--- config.mk ---
export PLATFORM = sky130hd
export DESIGN_NAME = iasr_i2c_core
export DESIGN_NICKNAME = d
export VERILOG_FILES = /design/src/rtl/iasr_pkg.sv /design/src/rtl/iasr_line_if.sv /design/src/rtl/iasr_line_sync.sv /design/src/rtl/iasr_rate_div.sv /design/src/rtl/iasr_i2c_core.sv
export SDC_FILE = /design/constraint.sdc
export NUM_CORES = 1
export LEC_CHECK = 0
export ABC_AREA = 1
export BUFFER_PORTS_ARGS = -buffer_cell sky130_fd_sc_hd__buf_2
export CAP_MARGIN = 20
export CORE_ASPECT_RATIO = 2
export CORE_MARGIN = 3
export CORE_UTILIZATION = 45
export CTS_BUF_LIST = sky130_fd_sc_hd__clkbuf_8 sky130_fd_sc_hd__clkbuf_16
export DETAILED_ROUTE_END_ITERATION = 8
export PLACE_DENSITY = 0.67
export SYNTH_ARGS = -nofsm -noshare
export SYNTH_HDL_FRONTEND = slang
export SYNTH_SLANG_ARGS = --single-unit
--- constraint.sdc ---
create_clock -name CLK -period 6.94 [get_ports CLK]
set_input_delay 1.041 -clock CLK [delete_from_list [all_inputs] [get_ports CLK]]
set_output_delay 1.041 -clock CLK [all_outputs]
set_load 0.01 [all_outputs]
--- src/rtl/iasr_pkg.sv ---
// package: register map, control fields, status codes and rate table
package iasr_pkg;
	localparam logic [7:0] ADR_CONTROL = 8'hD8;
	localparam logic [7:0] ADR_STATE_CODE = 8'hD9;
	localparam logic [7:0] ADR_DATA = 8'hDA;
	localparam logic [7:0] ADR_OWN_ADDR = 8'hDB;
	// control and own-address register fields
	localparam int CTL_RATE2 = 7;
	localparam int CTL_ENABLE = 6;
	localparam int CTL_START = 5;
	localparam int CTL_STOP = 4;
	localparam int CTL_SI = 3;
	localparam int CTL_AA = 2;
	localparam int CTL_RATE1 = 1;
	localparam int CTL_RATE0 = 0;
	localparam int OWN_GC_EN = 0;
	localparam logic [7:0] CONTROL_RST = 8'h00;
	localparam logic [7:0] OWN_ADDR_RST = 8'h00;
	localparam logic [7:0] DATA_RST = 8'h00;
	// the 26 status codes; the low three bits are always zero
	localparam logic [7:0] ST_BUS_ERR = 8'h00, ST_M_START = 8'h08, ST_M_RSTART = 8'h10,
		ST_MT_SLA_ACK = 8'h18, ST_MT_SLA_NACK = 8'h20, ST_MT_DAT_ACK = 8'h28,
		ST_MT_DAT_NACK = 8'h30, ST_M_ARB_LOST = 8'h38, ST_MR_SLA_ACK = 8'h40,
		ST_MR_SLA_NACK = 8'h48, ST_MR_DAT_ACK = 8'h50, ST_MR_DAT_NACK = 8'h58,
		ST_SR_SLA = 8'h60, ST_SR_ARB_SLA = 8'h68, ST_SR_GC = 8'h70, ST_SR_ARB_GC = 8'h78,
		ST_SR_DAT_ACK = 8'h80, ST_SR_DAT_NACK = 8'h88, ST_SR_GC_ACK = 8'h90,
		ST_SR_GC_NACK = 8'h98, ST_SR_STOP = 8'hA0, ST_ST_SLA = 8'hA8,
		ST_ST_DAT_ACK = 8'hB8, ST_ST_DAT_NACK = 8'hC0, ST_ST_LAST = 8'hC8,
		ST_NO_INFO = 8'hF8;
	// core clock divisors for rate codes 000..110
	localparam logic [11:0] RATE_DIV [0:6] = '{12'h00A, 12'h014, 12'h01E, 12'h028,
		12'h050, 12'h078, 12'h0A0};
	localparam logic [11:0] RATE_T1_MULT = 12'h00C;
	localparam logic [8:0] RATE_T1_BASE = 9'h100;
	localparam logic [2:0] RATE_T1_CODE = 3'h7;
endpackage

--- src/rtl/iasr_line_if.sv ---
// interface: filtered bus levels and bus events from the line synchroniser
`timescale 1ns/10ps
`default_nettype none
interface iasr_line_if;
	logic scl;
	logic sda;
	logic scl_rise;
	logic scl_fall;
	logic start_det;
	logic stop_det;
	modport src (output scl, output sda, output scl_rise, output scl_fall,
		output start_det, output stop_det);
	modport snk (input scl, input sda, input scl_rise, input scl_fall,
		input start_det, input stop_det);
endinterface
`default_nettype wire

--- src/rtl/iasr_line_sync.sv ---
// module: pin synchroniser with start, stop and clock edge detection
`timescale 1ns/10ps
`default_nettype none
module iasr_line_sync (
	input wire logic clk,
	input wire logic srst,
	input wire logic scl_pin,
	input wire logic sda_pin,
	iasr_line_if.src ev
);
	typedef struct packed {
		logic [2:0] scl_sh;
		logic [2:0] sda_sh;
		logic scl;
		logic sda;
		logic rise;
		logic fall;
		logic start;
		logic stop;
	} iasr_sync_t;
	iasr_sync_t s_q, s_d;

	always_comb begin
		s_d = s_q;
		s_d.scl_sh = {s_q.scl_sh[1:0], scl_pin};
		s_d.sda_sh = {s_q.sda_sh[1:0], sda_pin};
		// a level counts once stages two and three agree
		if (s_q.scl_sh[2] == s_q.scl_sh[1]) begin
			s_d.scl = s_q.scl_sh[2];
		end
		if (s_q.sda_sh[2] == s_q.sda_sh[1]) begin
			s_d.sda = s_q.sda_sh[2];
		end
		s_d.rise = ~s_q.scl & s_d.scl;
		s_d.fall = s_q.scl & ~s_d.scl;
		s_d.start = s_q.scl & s_d.scl & s_q.sda & ~s_d.sda;
		s_d.stop = s_q.scl & s_d.scl & ~s_q.sda & s_d.sda;
	end

	always_ff @(posedge clk) begin
		if (srst) begin
			s_q <= '0;
			s_q.scl_sh <= 3'h7;
			s_q.sda_sh <= 3'h7;
			s_q.scl <= 1'b1;
			s_q.sda <= 1'b1;
		end else begin
			s_q <= s_d;
		end
	end

	assign ev.scl = s_q.scl;
	assign ev.sda = s_q.sda;
	assign ev.scl_rise = s_q.rise;
	assign ev.scl_fall = s_q.fall;
	assign ev.start_det = s_q.start;
	assign ev.stop_det = s_q.stop;
endmodule
`default_nettype wire

--- src/rtl/iasr_rate_div.sv ---
// module: master bit-rate divider, one tick per half bit period
`timescale 1ns/10ps
`default_nettype none
module iasr_rate_div (
	input wire logic clk,
	input wire logic srst,
	input wire logic run,
	input wire logic [2:0] rate_code,
	input wire logic [7:0] t1_reload,
	output logic tick
);
	typedef struct packed {
		logic [11:0] cnt;
		logic tick;
	} iasr_div_t;
	iasr_div_t s_q, s_d;
	logic [11:0] full;
	logic [11:0] half;

	always_comb begin
		if (rate_code == iasr_pkg::RATE_T1_CODE) begin
			full = 12'((iasr_pkg::RATE_T1_BASE - {1'b0, t1_reload}) * iasr_pkg::RATE_T1_MULT);
		end else begin
			full = iasr_pkg::RATE_DIV[rate_code];
		end
		half = full >> 1;
		s_d = s_q;
		s_d.tick = 1'b0;
		// stopped counter restarts a full half period on the next run
		if (!run) begin
			s_d.cnt = 12'h000;
		end else if (s_q.cnt >= half - 12'h001) begin
			s_d.cnt = 12'h000;
			s_d.tick = 1'b1;
		end else begin
			s_d.cnt = s_q.cnt + 12'h001;
		end
	end

	always_ff @(posedge clk) begin
		if (srst) begin
			s_q <= '0;
		end else begin
			s_q <= s_d;
		end
	end

	assign tick = s_q.tick;

	property p_div_fastest;
		@(posedge clk) disable iff (srst)
		tick && rate_code == 3'h0 |=> !tick [*4];
	endproperty
	a_div_fastest: assert property (p_div_fastest) else $error("rate 000 tick too soon");
endmodule
`default_nettype wire

--- src/rtl/iasr_i2c_core.sv ---
// module: i2c ack control, status code register and master rate logic
// Function
// - ack own or general-call address when enabled
// - ack received data bytes while flag set
// - slave transmitter last byte enters C8h
// - clearing flag in C8h releases bus
// - ack flag may be re-armed in C8h
// - not-addressed mode ignores all addresses silently
// - released unit still tracks start, stop, data
// - setting ack flag resumes address recognition
// - late ack flag still recognises current address
// - three-bit rate code selects master divisor
// - status register reads low three zeros
// - twenty-three of the twenty-six status codes occur; 38h, 68h, 78h never do
// - F8h means no info, no interrupt
// - reset loads status F8h
// - entering defined state sets interrupt and code
// - code holds until firmware clears flag
// - status follows flag one cycle later
// - F8h possible in any mode, 00h in any mode except addressed slave receiver
// - flag set holds clock line low
`timescale 1ns/10ps
`default_nettype none
module iasr_i2c_core (
	input wire logic CLK,
	input wire logic SRST,
	input wire logic [7:0] SFR_ADDR,
	input wire logic SFR_WR,
	input wire logic [7:0] SFR_WDATA,
	input wire logic SFR_RD,
	output logic [7:0] SFR_RDATA,
	input wire logic [7:0] TMR1_RELOAD,
	input wire logic SCL_IN,
	input wire logic SDA_IN,
	output logic SCL_OUT,
	output logic SCL_OE,
	output logic SDA_OUT,
	output logic SDA_OE,
	output logic SERIAL_INT
);
	localparam int SI = iasr_pkg::CTL_SI;
	localparam int AA = iasr_pkg::CTL_AA;
	localparam int STA = iasr_pkg::CTL_START;
	localparam int STO = iasr_pkg::CTL_STOP;
	localparam logic [4:0] CODE_F8 = iasr_pkg::ST_NO_INFO[7:3];

	typedef enum logic [1:0] {PH_IDLE, PH_MSTART, PH_MBYTE, PH_MSTOP} iasr_phase_t;
	typedef struct packed {
		iasr_phase_t ph;
		logic [1:0] mstep;
		logic [7:0] ctl;
		logic [7:0] own;
		logic [7:0] shreg;
		logic [3:0] cnt;
		logic [4:0] code;
		logic [4:0] pend;
		logic busy;
		logic master;
		logic tx;
		logic addr_ph;
		logic addressed;
		logic gc;
		logic last;
		logic ackd;
		logic ackbit;
		logic na_after;
		logic mlow;
		logic scl_oe;
		logic sda_oe;
		logic lvl;
		logic [7:0] rdata;
	} iasr_core_t;

	iasr_core_t s_q, s_d;
	iasr_line_if ev ();
	logic tick;
	logic si;
	logic en;
	logic adr_own;
	logic adr_gc;
	logic ack_now;
	logic set_si;
	logic si_clr;
	logic [7:0] new_code;

	iasr_line_sync u_sync (
		.clk(CLK),
		.srst(SRST),
		.scl_pin(SCL_IN),
		.sda_pin(SDA_IN),
		.ev(ev.src)
	);

	iasr_rate_div u_div (
		.clk(CLK),
		.srst(SRST),
		.run(s_q.ph != PH_IDLE && !si),
		.rate_code({s_q.ctl[iasr_pkg::CTL_RATE2], s_q.ctl[iasr_pkg::CTL_RATE1:iasr_pkg::CTL_RATE0]}),
		.t1_reload(TMR1_RELOAD),
		.tick(tick)
	);

	assign si = s_q.ctl[SI];
	assign en = s_q.ctl[iasr_pkg::CTL_ENABLE];
	assign adr_own = s_q.shreg[7:1] == s_q.own[7:1];
	assign adr_gc = s_q.shreg[7:1] == 7'h00 && s_q.own[iasr_pkg::OWN_GC_EN];

	always_comb begin
		if (s_q.master) begin
			ack_now = s_q.ctl[AA];
		end else if (s_q.addr_ph) begin
			// no ack while flag is clear
			ack_now = s_q.ctl[AA] & (adr_own | adr_gc);
		end else begin
			ack_now = s_q.ctl[AA] & s_q.addressed;
		end
	end

	always_comb begin
		s_d = s_q;
		set_si = 1'b0;
		si_clr = 1'b0;
		new_code = iasr_pkg::ST_NO_INFO;
		s_d.rdata = 8'h00;
		if (SFR_RD) begin
			case (SFR_ADDR)
				iasr_pkg::ADR_CONTROL: s_d.rdata = s_q.ctl;
				iasr_pkg::ADR_STATE_CODE: s_d.rdata = {s_q.code, 3'h0};
				iasr_pkg::ADR_DATA: s_d.rdata = s_q.shreg;
				iasr_pkg::ADR_OWN_ADDR: s_d.rdata = s_q.own;
				default: s_d.rdata = 8'h00;
			endcase
		end
		if (SFR_WR) begin
			case (SFR_ADDR)
				iasr_pkg::ADR_CONTROL: begin
					s_d.ctl = SFR_WDATA;
					s_d.ctl[SI] = si & SFR_WDATA[SI];
					si_clr = si & ~SFR_WDATA[SI];
				end
				iasr_pkg::ADR_DATA: s_d.shreg = SFR_WDATA;
				iasr_pkg::ADR_OWN_ADDR: s_d.own = SFR_WDATA;
				default: ;
			endcase
		end

		if (si_clr) begin
			if (s_q.na_after) begin
				s_d.addressed = 1'b0;
				s_d.tx = 1'b0;
				s_d.na_after = 1'b0;
				s_d.sda_oe = 1'b0;
			end else if (s_q.master) begin
				s_d.mstep = 2'h0;
				if (SFR_WDATA[STA] && !SFR_WDATA[STO]) begin
					s_d.ph = PH_MSTART;
				end else if (SFR_WDATA[STO]) begin
					s_d.ph = PH_MSTOP;
				end else begin
					s_d.ph = PH_MBYTE;
					s_d.sda_oe = s_q.tx & ~s_q.shreg[7];
				end
			end else if (SFR_WDATA[STO]) begin
				// slave recovery: internal stop, nothing sent on the bus
				s_d.addressed = 1'b0;
				s_d.tx = 1'b0;
				s_d.ctl[STO] = 1'b0;
			end else if (s_q.addressed && s_q.tx) begin
				s_d.sda_oe = ~s_q.shreg[7];
				s_d.last = ~SFR_WDATA[AA];
			end
		end

		if (s_q.ph == PH_IDLE && en && s_q.ctl[STA] && !s_q.busy && !si) begin
			s_d.ph = PH_MSTART;
			s_d.mstep = 2'h0;
		end

		case (s_q.ph)
			PH_MSTART: begin
				if (tick) begin
					case (s_q.mstep)
						2'h0: begin
							s_d.sda_oe = 1'b0;
							s_d.mlow = 1'b0;
							if (ev.scl) begin
								s_d.mstep = 2'h1;
							end
						end
						2'h1: begin
							s_d.sda_oe = 1'b1;
							s_d.mstep = 2'h2;
						end
						default: begin
							s_d.mlow = 1'b1;
							s_d.ph = PH_MBYTE;
							s_d.master = 1'b1;
							s_d.tx = 1'b1;
							s_d.addr_ph = 1'b1;
							s_d.cnt = 4'h0;
							s_d.ctl[STA] = 1'b0;
							set_si = 1'b1;
							new_code = s_q.master ? iasr_pkg::ST_M_RSTART : iasr_pkg::ST_M_START;
						end
					endcase
				end
			end
			PH_MBYTE: begin
				// released clock waits for the line: slaves may stretch it
				if (tick && !si) begin
					if (s_q.mlow) begin
						s_d.mlow = 1'b0;
					end else if (ev.scl) begin
						s_d.mlow = 1'b1;
					end
				end
			end
			PH_MSTOP: begin
				if (tick) begin
					case (s_q.mstep)
						2'h0: begin
							s_d.sda_oe = 1'b1;
							s_d.mstep = 2'h1;
						end
						2'h1: begin
							s_d.mlow = 1'b0;
							s_d.mstep = 2'h2;
						end
						default: s_d.sda_oe = 1'b0;
					endcase
				end
			end
			default: ;
		endcase

		// bus tracked even when not addressed
		if (en && ev.start_det) begin
			if (s_q.addressed && !s_q.tx) begin
				set_si = 1'b1;
				new_code = iasr_pkg::ST_SR_STOP;
			end else if (s_q.master && s_q.ph != PH_MSTART && s_q.cnt > 4'h1) begin
				set_si = 1'b1;
				new_code = iasr_pkg::ST_BUS_ERR;
				s_d.master = 1'b0;
				s_d.ph = PH_IDLE;
				s_d.mlow = 1'b0;
				s_d.sda_oe = 1'b0;
			end
			s_d.busy = 1'b1;
			s_d.cnt = 4'h0;
			s_d.addr_ph = 1'b1;
			s_d.addressed = 1'b0;
			s_d.tx = 1'b0;
			s_d.na_after = 1'b0;
		end
		if (en && ev.stop_det) begin
			if (s_q.addressed && !s_q.tx) begin
				set_si = 1'b1;
				new_code = iasr_pkg::ST_SR_STOP;
			end else if (s_q.ph != PH_MSTOP && s_q.cnt > 4'h1) begin
				set_si = 1'b1;
				new_code = iasr_pkg::ST_BUS_ERR;
			end
			s_d.busy = 1'b0;
			s_d.cnt = 4'h0;
			s_d.addr_ph = 1'b0;
			s_d.addressed = 1'b0;
			s_d.tx = 1'b0;
			s_d.na_after = 1'b0;
			s_d.master = 1'b0;
			s_d.ph = PH_IDLE;
			s_d.mlow = 1'b0;
			s_d.sda_oe = 1'b0;
			s_d.ctl[STO] = 1'b0;
		end

		if (en && ev.scl_rise && s_q.busy) begin
			if (s_q.cnt < 4'h8) begin
				s_d.shreg = {s_q.shreg[6:0], ev.sda};
			end else begin
				s_d.ackbit = ev.sda;
			end
			s_d.cnt = s_q.cnt + 4'h1;
		end

		if (en && ev.scl_fall && s_q.busy) begin
			if (s_q.cnt == 4'h9) begin
				s_d.cnt = 4'h0;
				s_d.sda_oe = 1'b0;
				s_d.addr_ph = 1'b0;
				if (s_q.master) begin
					set_si = 1'b1;
					if (s_q.addr_ph && s_q.shreg[0]) begin
						s_d.tx = 1'b0;
						new_code = s_q.ackbit ? iasr_pkg::ST_MR_SLA_NACK : iasr_pkg::ST_MR_SLA_ACK;
					end else if (s_q.addr_ph) begin
						new_code = s_q.ackbit ? iasr_pkg::ST_MT_SLA_NACK : iasr_pkg::ST_MT_SLA_ACK;
					end else if (s_q.tx) begin
						new_code = s_q.ackbit ? iasr_pkg::ST_MT_DAT_NACK : iasr_pkg::ST_MT_DAT_ACK;
					end else begin
						new_code = s_q.ackd ? iasr_pkg::ST_MR_DAT_ACK : iasr_pkg::ST_MR_DAT_NACK;
					end
				end else if (s_q.addr_ph) begin
					if (s_q.ackd) begin
						set_si = 1'b1;
						s_d.addressed = 1'b1;
						s_d.gc = ~adr_own;
						s_d.tx = adr_own & s_q.shreg[0];
						if (adr_own && s_q.shreg[0]) begin
							new_code = iasr_pkg::ST_ST_SLA;
						end else begin
							new_code = adr_own ? iasr_pkg::ST_SR_SLA : iasr_pkg::ST_SR_GC;
						end
					end
				end else if (s_q.addressed && !s_q.tx) begin
					set_si = 1'b1;
					s_d.na_after = ~s_q.ackd;
					if (s_q.gc) begin
						new_code = s_q.ackd ? iasr_pkg::ST_SR_GC_ACK : iasr_pkg::ST_SR_GC_NACK;
					end else begin
						new_code = s_q.ackd ? iasr_pkg::ST_SR_DAT_ACK : iasr_pkg::ST_SR_DAT_NACK;
					end
				end else if (s_q.addressed) begin
					set_si = 1'b1;
					s_d.na_after = s_q.ackbit | s_q.last;
					if (s_q.ackbit) begin
						new_code = iasr_pkg::ST_ST_DAT_NACK;
					end else if (s_q.last) begin
						new_code = iasr_pkg::ST_ST_LAST;
					end else begin
						new_code = iasr_pkg::ST_ST_DAT_ACK;
					end
				end
			end else if (s_q.cnt == 4'h8) begin
				s_d.ackd = ~s_q.tx & ack_now;
				s_d.sda_oe = ~s_q.tx & ack_now;
			end else if (s_q.tx) begin
				s_d.sda_oe = ~s_q.shreg[7];
			end
		end

		if (set_si && !(si && !si_clr)) begin
			s_d.ctl[SI] = 1'b1;
			s_d.pend = new_code[7:3];
		end
		s_d.code = si ? s_q.pend : CODE_F8;
		s_d.scl_oe = s_d.ctl[SI] | s_d.mlow;
	end

	always_ff @(posedge CLK) begin
		if (SRST) begin
			s_q <= '0;
			s_q.ctl <= iasr_pkg::CONTROL_RST;
			s_q.own <= iasr_pkg::OWN_ADDR_RST;
			s_q.shreg <= iasr_pkg::DATA_RST;
			s_q.code <= CODE_F8;
			s_q.pend <= CODE_F8;
		end else begin
			s_q <= s_d;
		end
	end

	assign SFR_RDATA = s_q.rdata;
	assign SCL_OUT = s_q.lvl;
	assign SCL_OE = s_q.scl_oe;
	assign SDA_OUT = s_q.lvl;
	assign SDA_OE = s_q.sda_oe;
	assign SERIAL_INT = s_q.ctl[SI];

	property p_reset_code;
		@(posedge CLK) $fell(SRST) |-> s_q.code == CODE_F8 && !si;
	endproperty
	a_reset_code: assert property (p_reset_code) else $error("status not F8h after reset");

	property p_f8_quiet;
		@(posedge CLK) disable iff (SRST)
		!si && !$past(si) |-> s_q.code == CODE_F8;
	endproperty
	a_f8_quiet: assert property (p_f8_quiet) else $error("code shown without flag");

	property p_code_lag;
		@(posedge CLK) disable iff (SRST)
		$rose(si) |-> s_q.code == CODE_F8 ##1 s_q.code == $past(s_q.pend);
	endproperty
	a_code_lag: assert property (p_code_lag) else $error("status did not trail flag");

	property p_code_hold;
		@(posedge CLK) disable iff (SRST)
		si && $past(si) && $past(si, 2) && !$past(si_clr, 2) |-> $stable(s_q.code);
	endproperty
	a_code_hold: assert property (p_code_hold) else $error("status changed while flag set");

	property p_stretch;
		@(posedge CLK) disable iff (SRST)
		si |-> SCL_OE;
	endproperty
	a_stretch: assert property (p_stretch) else $error("clock not held during flag");

	property p_no_ack_na;
		@(posedge CLK) disable iff (SRST)
		en && ev.scl_fall && s_q.busy && s_q.cnt == 4'h8 && s_q.addr_ph && !s_q.master
			&& !s_q.ctl[AA] |=> !SDA_OE;
	endproperty
	a_no_ack_na: assert property (p_no_ack_na) else $error("ack with flag clear");

	property p_ack_own;
		@(posedge CLK) disable iff (SRST)
		en && ev.scl_fall && s_q.busy && s_q.cnt == 4'h8 && s_q.addr_ph && !s_q.master
			&& s_q.ctl[AA] && adr_own |=> SDA_OE ##1 SDA_OE;
	endproperty
	a_ack_own: assert property (p_ack_own) else $error("own address not acked");

	property p_c8_leave;
		@(posedge CLK) disable iff (SRST)
		si && s_q.code == iasr_pkg::ST_ST_LAST[7:3] && si_clr |=> !SDA_OE && !s_q.addressed;
	endproperty
	a_c8_leave: assert property (p_c8_leave) else $error("C8h exit kept bus");

	property p_read_low;
		@(posedge CLK) disable iff (SRST)
		SFR_RD && SFR_ADDR == iasr_pkg::ADR_STATE_CODE |=>
			SFR_RDATA[2:0] == 3'h0 && SFR_RDATA[7:3] == $past(s_q.code);
	endproperty
	a_read_low: assert property (p_read_low) else $error("status read wrong");
endmodule
`default_nettype wire

Word level (Yosys, flattened, before mapping) --
Memory sizes are Yosys's and may differ from the RTL's. Index checks and enable logic that the tools add are counted.
Word-level totals: flip-flop bits (word level) 88, bits in latches 0, bits in writable memories 0, memory bits (read-only) 96, output and inout bits 13, memories kept 1
Cells by class: add/subtract/negate cells 4, $mul 1, divide/modulo/power cells 0, $lt $le $gt $ge 4, eq/ne operators 16, shift-type cells 0, multiplexer cells 159, bitwise gates (word level) 36, reduce and logical (&&, ||, !) cells 45
Memories:
- (name not given) | words 8, width 12, read ports 1, clocked after memory_dff 0, write ports 0, line iasr_rate_div.sv:24 | full = iasr_pkg::RATE_DIV[rate_code];
Operators by type and width (number):
- $mux W8 | 20
- $mux W1 | 78
- $mux W4 | 19
- $mux W12 | 4
- $mux W7 | 5
- $eq A8 B8 Y1 const B | 4
- $pmux W8 S4 | 1
- $mux W2 | 13
- $logic_and A1 B1 Y1 | 23
- $mux W22 | 1
- $mux W5 | 4
- $not A1 Y1 | 18
- $and A1 B1 Y1 | 14
- $add A12 B1 Y12 const B | 1
- $ge A12 B12 Y1 | 1
- $mul A12 B2 Y10 const B | 1
- $mux W3 | 4
- $mux W6 | 2
- $pmux W2 S2 | 3
- $sub A11 B1 Y12 const B | 1
- $reduce_and A5 Y1 | 2
- $reduce_or A2 Y1 | 5
- $sub A9 B8 Y10 const A | 1
- $eq A4 B4 Y1 const B | 2
- other kinds (22) | 38

Logic depth before layout (Yosys ltp) --
Gate-level depths: netlist of the first run.
depth in word-level cells 20, mapped depth 29, depth with buffers taken out 27

Modules after synthesis --
From an unflattened synthesis of the first run, not the netlist that was laid out.
Second synthesis, totals: cells, all modules 874, area total of the unflattened synthesis 5880.6 sq um
By module, submodules not included:
- iasr_i2c_core | times used 1, cells an instance 554, area each 3659.8 sq um, sequential area each 1261.2 sq um
- iasr_rate_div | times used 1, cells an instance 280, area each 1820.5 sq um, sequential area each 260.2 sq um
- iasr_line_sync | times used 1, cells an instance 40, area each 400.4 sq um, sequential area each 240.2 sq um

Worst setup path after synthesis of the first run --
Ideal clock, no wire load.
path type in2reg, from input port TMR1_RELOAD[0], to register u_div.s_q[3] (netlist name), arrival time 4.028 ns, required time 6.811 ns, path slack 2.783 ns, cell stages on the path 27, path buffers 2, cells stage by stage inv_2 > ha_1 > buf_6 > inv_1 > nand2_1 > nand2_1 > fa_1 > nand3b_1 > nand2_1 > nand2_2 > nand2_4 > nand4_2 > nor2_2 > nand2_1 > xor2_1 > inv_1 > ha_1 > nand2_1 > nor2_1 > a211oi_1 > nand2_1 > nand2_1 > a21oi_1 > nor2_1 > nand2_1 > clkbuf_1 > nor3_1
On the way: word-level cells in the longest chain between the ends 6
RTL lines:
- start, declared | line iasr_i2c_core.sv:32 | input wire logic [7:0] TMR1_RELOAD,
- $sub A9 B8 Y10 | line iasr_rate_div.sv:22 | full = 12'((iasr_pkg::RATE_T1_BASE - {1'b0, t1_reload}) * iasr_pkg::RATE_T1_MULT);
- $mul A12 B2 Y10 | line iasr_rate_div.sv:22
- $mux W12 | line iasr_rate_div.sv:21 | if (rate_code == iasr_pkg::RATE_T1_CODE) begin
- $sub A11 B1 Y12 | line iasr_rate_div.sv:32 | end else if (s_q.cnt >= half - 12'h001) begin
- $ge A12 B12 Y1 | line iasr_rate_div.sv:32
- $reduce_or A3 Y1 (no source line)
- end signal, assigned | line iasr_rate_div.sv:42 | s_q <= '0;
- end signal, assigned | line iasr_rate_div.sv:44 | s_q <= s_d;
- end, declared | line iasr_rate_div.sv:16 | iasr_div_t s_q, s_d;
No other way between the ends. A chain may end at the register's enable or synchronous reset.

Final worst setup path of the first run --
from input port TMR1_RELOAD[0], to register u_div.s_q[6] (netlist name)
Same word-level chain as after synthesis.

==> out/qor.csv, run 1 <==
stage,metric,value,unit
yosys,synth_ff_type,sky130_fd_sc_hd__dfxtp_1,
setup_path,crit-reg2reg-launch,s_q[52]$_SDFFE_PP0P_,
floorplan,die-height,165,µm
pwr,vdd.ir_drop.worst,0.172,mV
yosys,netlist_area_before_placement,0.00572,mm²
timing,finalWorstSetupSlack,2.67,ns
yosys,yosysUniqueCellTypes,57,
floorplan,initial_core_utilization,0.466,
routing,drt_pre_antenna_iters,4,
setup_path,start_kind,input port,
floorplan,rows,57,
pwr,power.share.switching,0.238,
setup_path,critPathArrivalTime,4.54,ns
clock_network,post-cts-setup-buffers,0,
pwr,seq_power_share,0.447,
yosys,synth_top_family_by_area,simple AND/OR/NAND/NOR gates,
setup_path,critical_path_class,input port to flop,
run_status,outcome,completed,
placement,weighted_congestion_reported_at_the_end_of_routability_driven_placement,0.926,
yosys,synth_edf_count,0,
timing,count_of_final_setup_violators,0,
worst_hold_path,holdPathEnd,u_sync.s_d[11]$_SDFF_PP1_,
timing,final.period_utilization,0.616,
layout,ant_diodes,0,
grt,met1_usage_grt,0.201,
setup_path,worst-r2r-setup-slack,3.72,ns
yosys,commonest_cells_post_synth,"162 x sky130_fd_sc_hd__nand2_1, 118 x sky130_fd_sc_hd__inv_1, 88 x sky130_fd_sc_hd__dfxtp_1",
yosys,synth_fa_ha_area_frac,0.0670,
placement,io_buffers,40,
worst_hold_path,timing.hold.worst.start,u_sync.s_d[10]$_SDFF_PP1_,
floorplan,core,0.0123,mm²
grt,grt_max_degree,30,
yosys,synth-seq-cells,88,
timing,period_needed,4.27,ns
floorplan,chipWidth,85.7,µm
routing,avgRoutedWirePerCell,15.6,µm
yosys,synth_seq_area_share,0.308,
clock_network,postCtsHoldBufs,0,
grt,use_met2,0.472,
setup_path,end_kind,flop,
yosys,yosysWarnings,0,
grt,grt_pass1_vias,5416,
grt,grt_pass1_wl,25500,µm
placement,pre_cts_slack,2.27,ns
yosys,synth-simple-area-share,0.312,
pwr,leakagePower,0.00287,µW
yosys,yosys.area.top_type_share,0.308,
pwr,pwr_density_cell,180,mW/mm²
layout,fin_nets,917,
clock_network,clock_tree_from_tritoncts,yes,
clock_network,tritoncts_num_sinks,88,
yosys,synth.mux.area_fraction,0.00350,
grt,grt_util_met3,0.0338,
yosys,yosysMostFrequentCell,sky130_fd_sc_hd__nand2_1,
yosys,postSynthAreaPerCell,6.90,µm²
yosys,postSynth.asyncResetShare,0,
layout,post_route_cells_drive_above_1_share,0.141,
setup_path,crit_path_max_fanout,12,
timing,worst_slew_margin_rel,0.404,
grt,antenna_found_initial,0,
timing,finClkSkew,0.00530,ns
floorplan,ios,43,
grt,gr-usage-all-layers,0.233,
flow_run,cap_viol_max_count,0,
layout,flow.area_growth_from_synthesis,10.2,%
yosys,synthCells,829,
timing,worstMarginPinSlew,0.886,ns
pwr,cellInternalPower,864,µW
routing,detailroute.via_count,5502,
clock_network,post_cts.resized_instances,0,
placement,dpl.hpwl,12700,µm
yosys,synth_xor_xnor_area_share,0.0322,
grt,global_route.peak_usage_layer,met2,
timing,slew_violations,0,
timing,timing_hold_violations_final,0,
clock_network,clk_root_buffer_cell,sky130_fd_sc_hd__clkbuf_16,
timing,rsz_0062_raised_after_global_routing,false,
timing,maximum_clock_frequency,234,MHz
setup_path,r2r.worst_path.cells,19,
pwr,power.share.clock,0.475,
worst_hold_path,min_delay_path_depth,1,
routing,postRouteWirelength,15800,µm
worst_hold_path,worst_hold_path_type,flop to flop,
grt,grt_overflow_total,0,
routing,ant_nets,0,
routing,routed_vias_inst,5.46,
pwr,report.power.total,1130,µW
yosys,synth_top_cells_by_area,"sky130_fd_sc_hd__dfxtp_1 31%, sky130_fd_sc_hd__nand2_1 11%, sky130_fd_sc_hd__inv_1 7.7%",
pwr,comb_power_share,0.077,
clock_network,clock_slew_at_reported_path_ffs,0.06,ns
routing,drc_errors,0,
clock_network,cts_buffers,9,
yosys,synth_largest_area_cell,sky130_fd_sc_hd__dfxtp_1,
pwr,netSwitchingPower,270,µW
clock_network,cts_max_level,3,
yosys,compound_gate_fraction_of_synth_area,0.169,
setup_path,r2r-end,u_div.s_q[6]$_SDFF_PP0_,
clock_network,clk_latency,0.35,ns
setup_path,required,7.20,ns
clock_network,bufs_on_longest_clock_path,2,
timing,tns,0,ns
floorplan,die_area,0.0142,mm²
routing,drt_iter0_drc,228,
## worst max-delay path, stage by stage
cell                       delay, ns
sky130_fd_sc_hd__buf_2          0.12
sky130_fd_sc_hd__inv_2          0.13
sky130_fd_sc_hd__ha_1           0.31
sky130_fd_sc_hd__inv_1          0.06
sky130_fd_sc_hd__nand2_1        0.06
sky130_fd_sc_hd__nand2_1        0.10
sky130_fd_sc_hd__fa_1           0.47
sky130_fd_sc_hd__nand3b_1       0.18
sky130_fd_sc_hd__nand2_1        0.08
sky130_fd_sc_hd__nand2_2        0.06
sky130_fd_sc_hd__nand2_4        0.07
sky130_fd_sc_hd__nand4_2        0.11
sky130_fd_sc_hd__nor2_2         0.15
sky130_fd_sc_hd__nand2_1        0.08
sky130_fd_sc_hd__xor2_1         0.13
sky130_fd_sc_hd__inv_1          0.06
sky130_fd_sc_hd__ha_1           0.28
sky130_fd_sc_hd__nand2_1        0.08
sky130_fd_sc_hd__nor2_1         0.05
sky130_fd_sc_hd__a211oi_1       0.17
sky130_fd_sc_hd__nand2_1        0.08
sky130_fd_sc_hd__nand2_1        0.06
sky130_fd_sc_hd__a21oi_1        0.06
sky130_fd_sc_hd__nor2_1         0.08
sky130_fd_sc_hd__nand2_1        0.24
sky130_fd_sc_hd__nor3_1         0.21
## kinds of logic (layout without fill, tap and decap cells)
| kind of cell | after synthesis | after routing |
|---|---|---|
| AOI/OAI and AO/OA | 169 | 169 |
| xor gates and xnor gates | 21 | 21 |
| adders and majority gates | 30 | 30 |
| buffers and inverters | 151 | 182 |
| DFF | 88 | 88 |
| muxes | 2 | 2 |
| other | 1 | 2 |
| and+or+nand+nor | 367 | 367 |
## power by group through the flow
stage               combinational (µW)  clock [µW]  sequential, µW
global route                      98.8         565             507
finish                            87.7         539             507
detailed placement                87.2           0             519
CTS                               87.9         544             507
floorplan                         61.2           0             519
global placement                  86.6           0             519
## state kept, by name, indices dropped and copies added (netlist names), 2 cells and up
name and count:
SFR_RDATA 8, s_q 51, u_div.s_q 12, u_sync.s_d 4
u_sync.s_q 2
## worst max-delay path by stage
| stage | from | endpoint | slack, ns | cells past startpoint |
|---|---|---|---|---|
| 6_report | TMR1_RELOAD[0] | u_div.s_q[6]$_SDFF_PP0_ | 2.67 | 26 |
| 5_1_grt | TMR1_RELOAD[0] | u_div.s_q[6]$_SDFF_PP0_ | 2.13 | 26 |
| 4_1_cts | TMR1_RELOAD[0] | u_div.s_q[8]$_SDFF_PP0_ | 2.63 | 26 |
| 3_5_place_dp | TMR1_RELOAD[0] | u_div.s_q[8]$_SDFF_PP0_ | 2.27 | 26 |
| 3_3_place_gp | TMR1_RELOAD[0] | u_div.s_q[8]$_SDFF_PP0_ | 2.37 | 26 |
| 2_1_floorplan | TMR1_RELOAD[0] | u_div.s_q[3]$_SDFF_PP0_ | 2.78 | 27 |
## layer usage
metal,up-vias,part of all wire
li1,2779,-
met5,-,0
met4,0,0.060
met3,42,0.040
met2,144,0.57
met1,2537,0.33
## stage by stage
step / hold slack, ns / utilization / cell area, µm² / cells
4_1_cts: 0.422 / 0.513 / 6300 / 1008
3_5_place_dp: 0.404 / 0.487 / 5970 / 993
6_report: 0.418 / 0.513 / 6300 / 1008
2_1_floorplan: 0.389 / - / 5720 / 830
5_1_grt: 0.441 / 0.513 / 6300 / 1008
3_3_place_gp: 0.397 / 0.487 / 5970 / 993
## area by class of cell
cell class	instances	area [µm²]
timing repair buffer	41	208
multi-input combinational	591	3340
fill	1282	5970
clock buffer	10	239
tap	147	184
sequential	88	1760
clock inverter	5	86.3
inverter	126	475
## placed cells by master, fill, tap and decap left out, types with 17 or more instances in the layout
master	instances
sky130_fd_sc_hd__a21oi_1	70
sky130_fd_sc_hd__buf_2	40
sky130_fd_sc_hd__dfxtp_1	88
sky130_fd_sc_hd__ha_1	29
sky130_fd_sc_hd__inv_1	118
sky130_fd_sc_hd__nand2_1	162
sky130_fd_sc_hd__nand3_1	42
sky130_fd_sc_hd__nor2_1	72
sky130_fd_sc_hd__o21ai_0	56
sky130_fd_sc_hd__xor2_1	17
Power figures use the tool's default switching activity.
==> run 2: changes to the inputs <==
Settings changed: ABC_AREA 1 to 0, PLACE_DENSITY 0.67 to 0.69.
Clock period 6.94 ns to 3.85 ns, I/O delays scaled along.
==> run 2 against run 1 <==
- the run now ends with negative setup slack left
- worst setup slack lost 2.9 ns
- synthesized cell count shrank 13%
- hold slack lost 0.0098 ns
- register-to-register slack lost 3.5 ns
- clock skew grew 0.0081 ns
- non-clock buffer count grew 64
- routed wire length grew 14%
- design area grew 11%
- largest power group is now sequential cells
==> out/qor.csv, run 2 <==
stage,metric,value,unit
yosys,yosysWarnings,0,
clock_network,cts_max_level,3,
timing,worst_slew_margin_rel,0.373,
setup_path,crit_path_max_fanout,12,
setup_path,crit_path_cell_trace,"buf_6, or3_4, nor2_1, nand2_1, xnor2_2, ha_1, a21oi_2, o41ai_2, a31oi_1, o311ai_4, a41oi_2, xnor2_1, nand3_1, xnor2_2, ha_2, nor4_4, nand2_1, a2111oi_4, o31ai_4, buf_12, nor2_2",
pwr,power.share.switching,0.268,
layout,fin_nets,848,
pwr,seq_power_share,0.449,
floorplan,rows,58,
timing,maximum_clock_frequency,247,MHz
yosys,synth_ff_type,sky130_fd_sc_hd__dfxtp_1,
clock_network,clock_slew_at_reported_path_ffs,0.07,ns
yosys,synth_top_cells_by_area,"sky130_fd_sc_hd__dfxtp_1 30%, sky130_fd_sc_hd__ha_1 6.2%, sky130_fd_sc_hd__nor2_1 5.8%",
worst_hold_path,holdPathEnd,u_sync.s_d[10]$_SDFF_PP1_,
placement,dpl.hpwl,13700,µm
pwr,comb_power_share,0.123,
layout,largest_register_ffs,51,
worst_hold_path,worst_hold_path_type,input port to flop,
timing,count_of_final_setup_violators,13,
flow_run,cap_viol_max_count,0,
pwr,power.share.clock,0.427,
pwr,cellInternalPower,1490,µW
grt,grt_max_degree,50,
layout,layout.cells.most_common,sky130_fd_sc_hd__dfxtp_1,
yosys,yosysUniqueCellTypes,75,
floorplan,core,0.0126,mm²
setup_path,critical-path-max-stage-delay,0.40,ns
timing,slew_violations,0,
floorplan,chipWidth,86.6,µm
yosys,synthCells,718,
timing,final.period_utilization,1.05,
setup_path,r2r.worst_path.cells,19,
clock_network,bufs_on_longest_clock_path,2,
yosys,synth_edf_count,0,
clock_network,postCtsHoldBufs,0,
yosys,netlist_area_before_placement,0.00585,mm²
grt,antenna_found_initial,0,
layout,post_route_cells_drive_above_1_share,0.237,
floorplan,ios,43,
routing,detailroute.via_count,5687,
setup_path,r2r-end,u_div.s_q[4]$_SDFF_PP0_,
pwr,vdd.ir_drop.worst,0.273,mV
clock_network,clock_tree_from_tritoncts,yes,
pwr,pwr_density_cell,292,mW/mm²
timing,worstMarginPinSlew,0.938,ns
placement,io_buffers,40,
yosys,yosysMostFrequentCell,sky130_fd_sc_hd__nor2_1,
setup_path,crit_slowest_cell,sky130_fd_sc_hd__or3_4,
grt,grt_pass1_wl,28100,µm
pwr,leakagePower,0.00286,µW
setup_path,critPathArrivalTime,4.32,ns
timing,rsz_0062_raised_after_global_routing,true,
placement,weighted_congestion_reported_at_the_end_of_routability_driven_placement,0.985,
setup_path,start_kind,input port,
timing,finalWorstSetupSlack,-0.195,ns
yosys,yosys.area.top_type_share,0.301,
routing,avgRoutedWirePerCell,19.0,µm
yosys,commonest_cells_post_synth,"90 x sky130_fd_sc_hd__nor2_1, 88 x sky130_fd_sc_hd__dfxtp_1, 54 x sky130_fd_sc_hd__nand2_1",
pwr,netSwitchingPower,546,µW
clock_network,clk_latency,0.35,ns
layout,regMostFlops,s_q,
routing,ant_nets,0,
yosys,postSynth.asyncResetShare,0,
timing,finClkSkew,0.0134,ns
setup_path,critical_path_class,input port to flop,
pwr,report.power.total,2040,µW
layout,final_cell_mix,"88 x sky130_fd_sc_hd__dfxtp_1, 86 x sky130_fd_sc_hd__nor2_1, 64 x sky130_fd_sc_hd__buf_4",
setup_path,end_kind,flop,
clock_network,tritoncts_num_sinks,88,
floorplan,die_area,0.0145,mm²
grt,grt_overflow_total,0,
yosys,synth-seq-cells,88,
setup_path,crit-reg2reg-launch,s_q[53]$_SDFFE_PP0P_,
setup_path,worst-r2r-setup-slack,0.23,ns
timing,period_needed,4.04,ns
routing,drt_pre_antenna_iters,5,
worst_hold_path,timing.hold.worst.start,SCL_IN,
layout,ant_diodes,0,
setup_path,timing.critical_path.from,TMR1_RELOAD[4],
yosys,postSynthAreaPerCell,8.15,µm²
yosys,synth_largest_area_cell,sky130_fd_sc_hd__dfxtp_1,
run_status,failed_checks,negative setup slack,
grt,gr-usage-all-layers,0.249,
routing,drt_iter0_drc,377,
yosys,synth_seq_area_share,0.301,
routing,postRouteWirelength,17900,µm
grt,grt_pass1_vias,5726,
clock_network,cts_buffers,9,
placement,pre_cts_slack,-0.896,ns
layout,flow.area_growth_from_synthesis,19.3,%
routing,routed_vias_inst,6.03,
routing,drc_errors,0,
clock_network,clk_root_buffer_cell,sky130_fd_sc_hd__clkbuf_16,
floorplan,initial_core_utilization,0.464,
floorplan,die-height,167,µm
worst_hold_path,min_delay_path_depth,2,
run_status,outcome,finished with violations,
setup_path,required,4.13,ns
timing,timing_hold_violations_final,0,
## run 2: changes by cell type after synthesis, moves of 15 or more
cell	previous run	this run
sky130_fd_sc_hd__xnor2_1	4	19
sky130_fd_sc_hd__mux2i_1	2	30
sky130_fd_sc_hd__a211oi_1	3	18
sky130_fd_sc_hd__nand2_1	162	54
sky130_fd_sc_hd__a21oi_1	70	42
sky130_fd_sc_hd__nor2_1	72	90
sky130_fd_sc_hd__o21ai_0	56	36
sky130_fd_sc_hd__nand3_1	42	25
sky130_fd_sc_hd__inv_1	118	23
sky130_fd_sc_hd__nand2b_1	0	18
## run 2: how the worst max path moves through the flow
stage / end / cells after the start
CTS: u_div.s_q[4]$_SDFF_PP0_ / 21
floorplan: u_div.s_q[10]$_SDFF_PP0_ / 21
global route: u_div.s_q[4]$_SDFF_PP0_ / 21
global placement: u_div.s_q[6]$_SDFF_PP0_ / 17
detailed placement: u_div.s_q[4]$_SDFF_PP0_ / 19
finish: u_div.s_q[4]$_SDFF_PP0_ / 21
## run 2: cells by family (layout without fill, tap and decap cells)
family | after synthesis | in the layout | synth area share
adder cells (fa/ha/maj) | 31 | 31 | 0.0671
other | 1 | 2 | 0.000641
AO/OA/AOI/OAI | 171 | 171 | 0.196
AND/OR/NAND/NOR | 280 | 280 | 0.236
buffers and inverters | 70 | 144 | 0.0628
multiplexers | 41 | 41 | 0.0821
XOR/XNOR | 36 | 36 | 0.0539
flip-flops | 88 | 88 | 0.301
## run 2: routing by layer
layer,vias to the layer above,track usage,wire [µm]
met5,-,0,0
met4,0,0.178,1490
met3,94,0.0443,847
met2,201,0.471,9840
met1,2677,0.225,5760
li1,2715,-,-
## run 2: power by group through the flow
stage	clock network, µW	registers, µW	logic, µW
floorplan	0	935	138
global placement	0	936	221
detailed placement	0	936	225
CTS	888	915	243
global route	918	915	270
finish	870	915	251
## run 2: what timing repair did
item                                    CTS  global route
buffers inserted                          8             2
resized for setup                        16             7
pin swaps                                 1             0
endpoints found under the setup margin   13            13
## run 2: cell type report
cell class | instances | area (µm²)
clock buffers | 9 | 225
clock inverters | 7 | 71.3
fillers | 1175 | 5650
inverters | 23 | 91.3
multi-input cells | 561 | 3930
flip-flops and latches | 88 | 1760
well taps | 150 | 188
repair buffers | 105 | 713
## run 2: per-stage QoR
step                      cells  area (µm²)  TNS [ns]  hold slack (ns)   util
final                       943        6980     -2.21            0.408  0.553
after global placement      919        6490     -9.05            0.405  0.514
after global routing        943        6980     -5.11            0.408  0.553
after detailed placement    919        6490    -10.79            0.403  0.514
after floorplan             719        5970     -3.22            0.389      -
after CTS                   942        6940     -1.43            0.400  0.550
## run 2: critical path, delay by kind of cell
kind	cells	cell delay (ns)
compound gates	7	1.30
xor+xnor	3	0.48
fa+ha+maj	2	0.53
buf+inv	2	0.28
simple gates	7	1.15
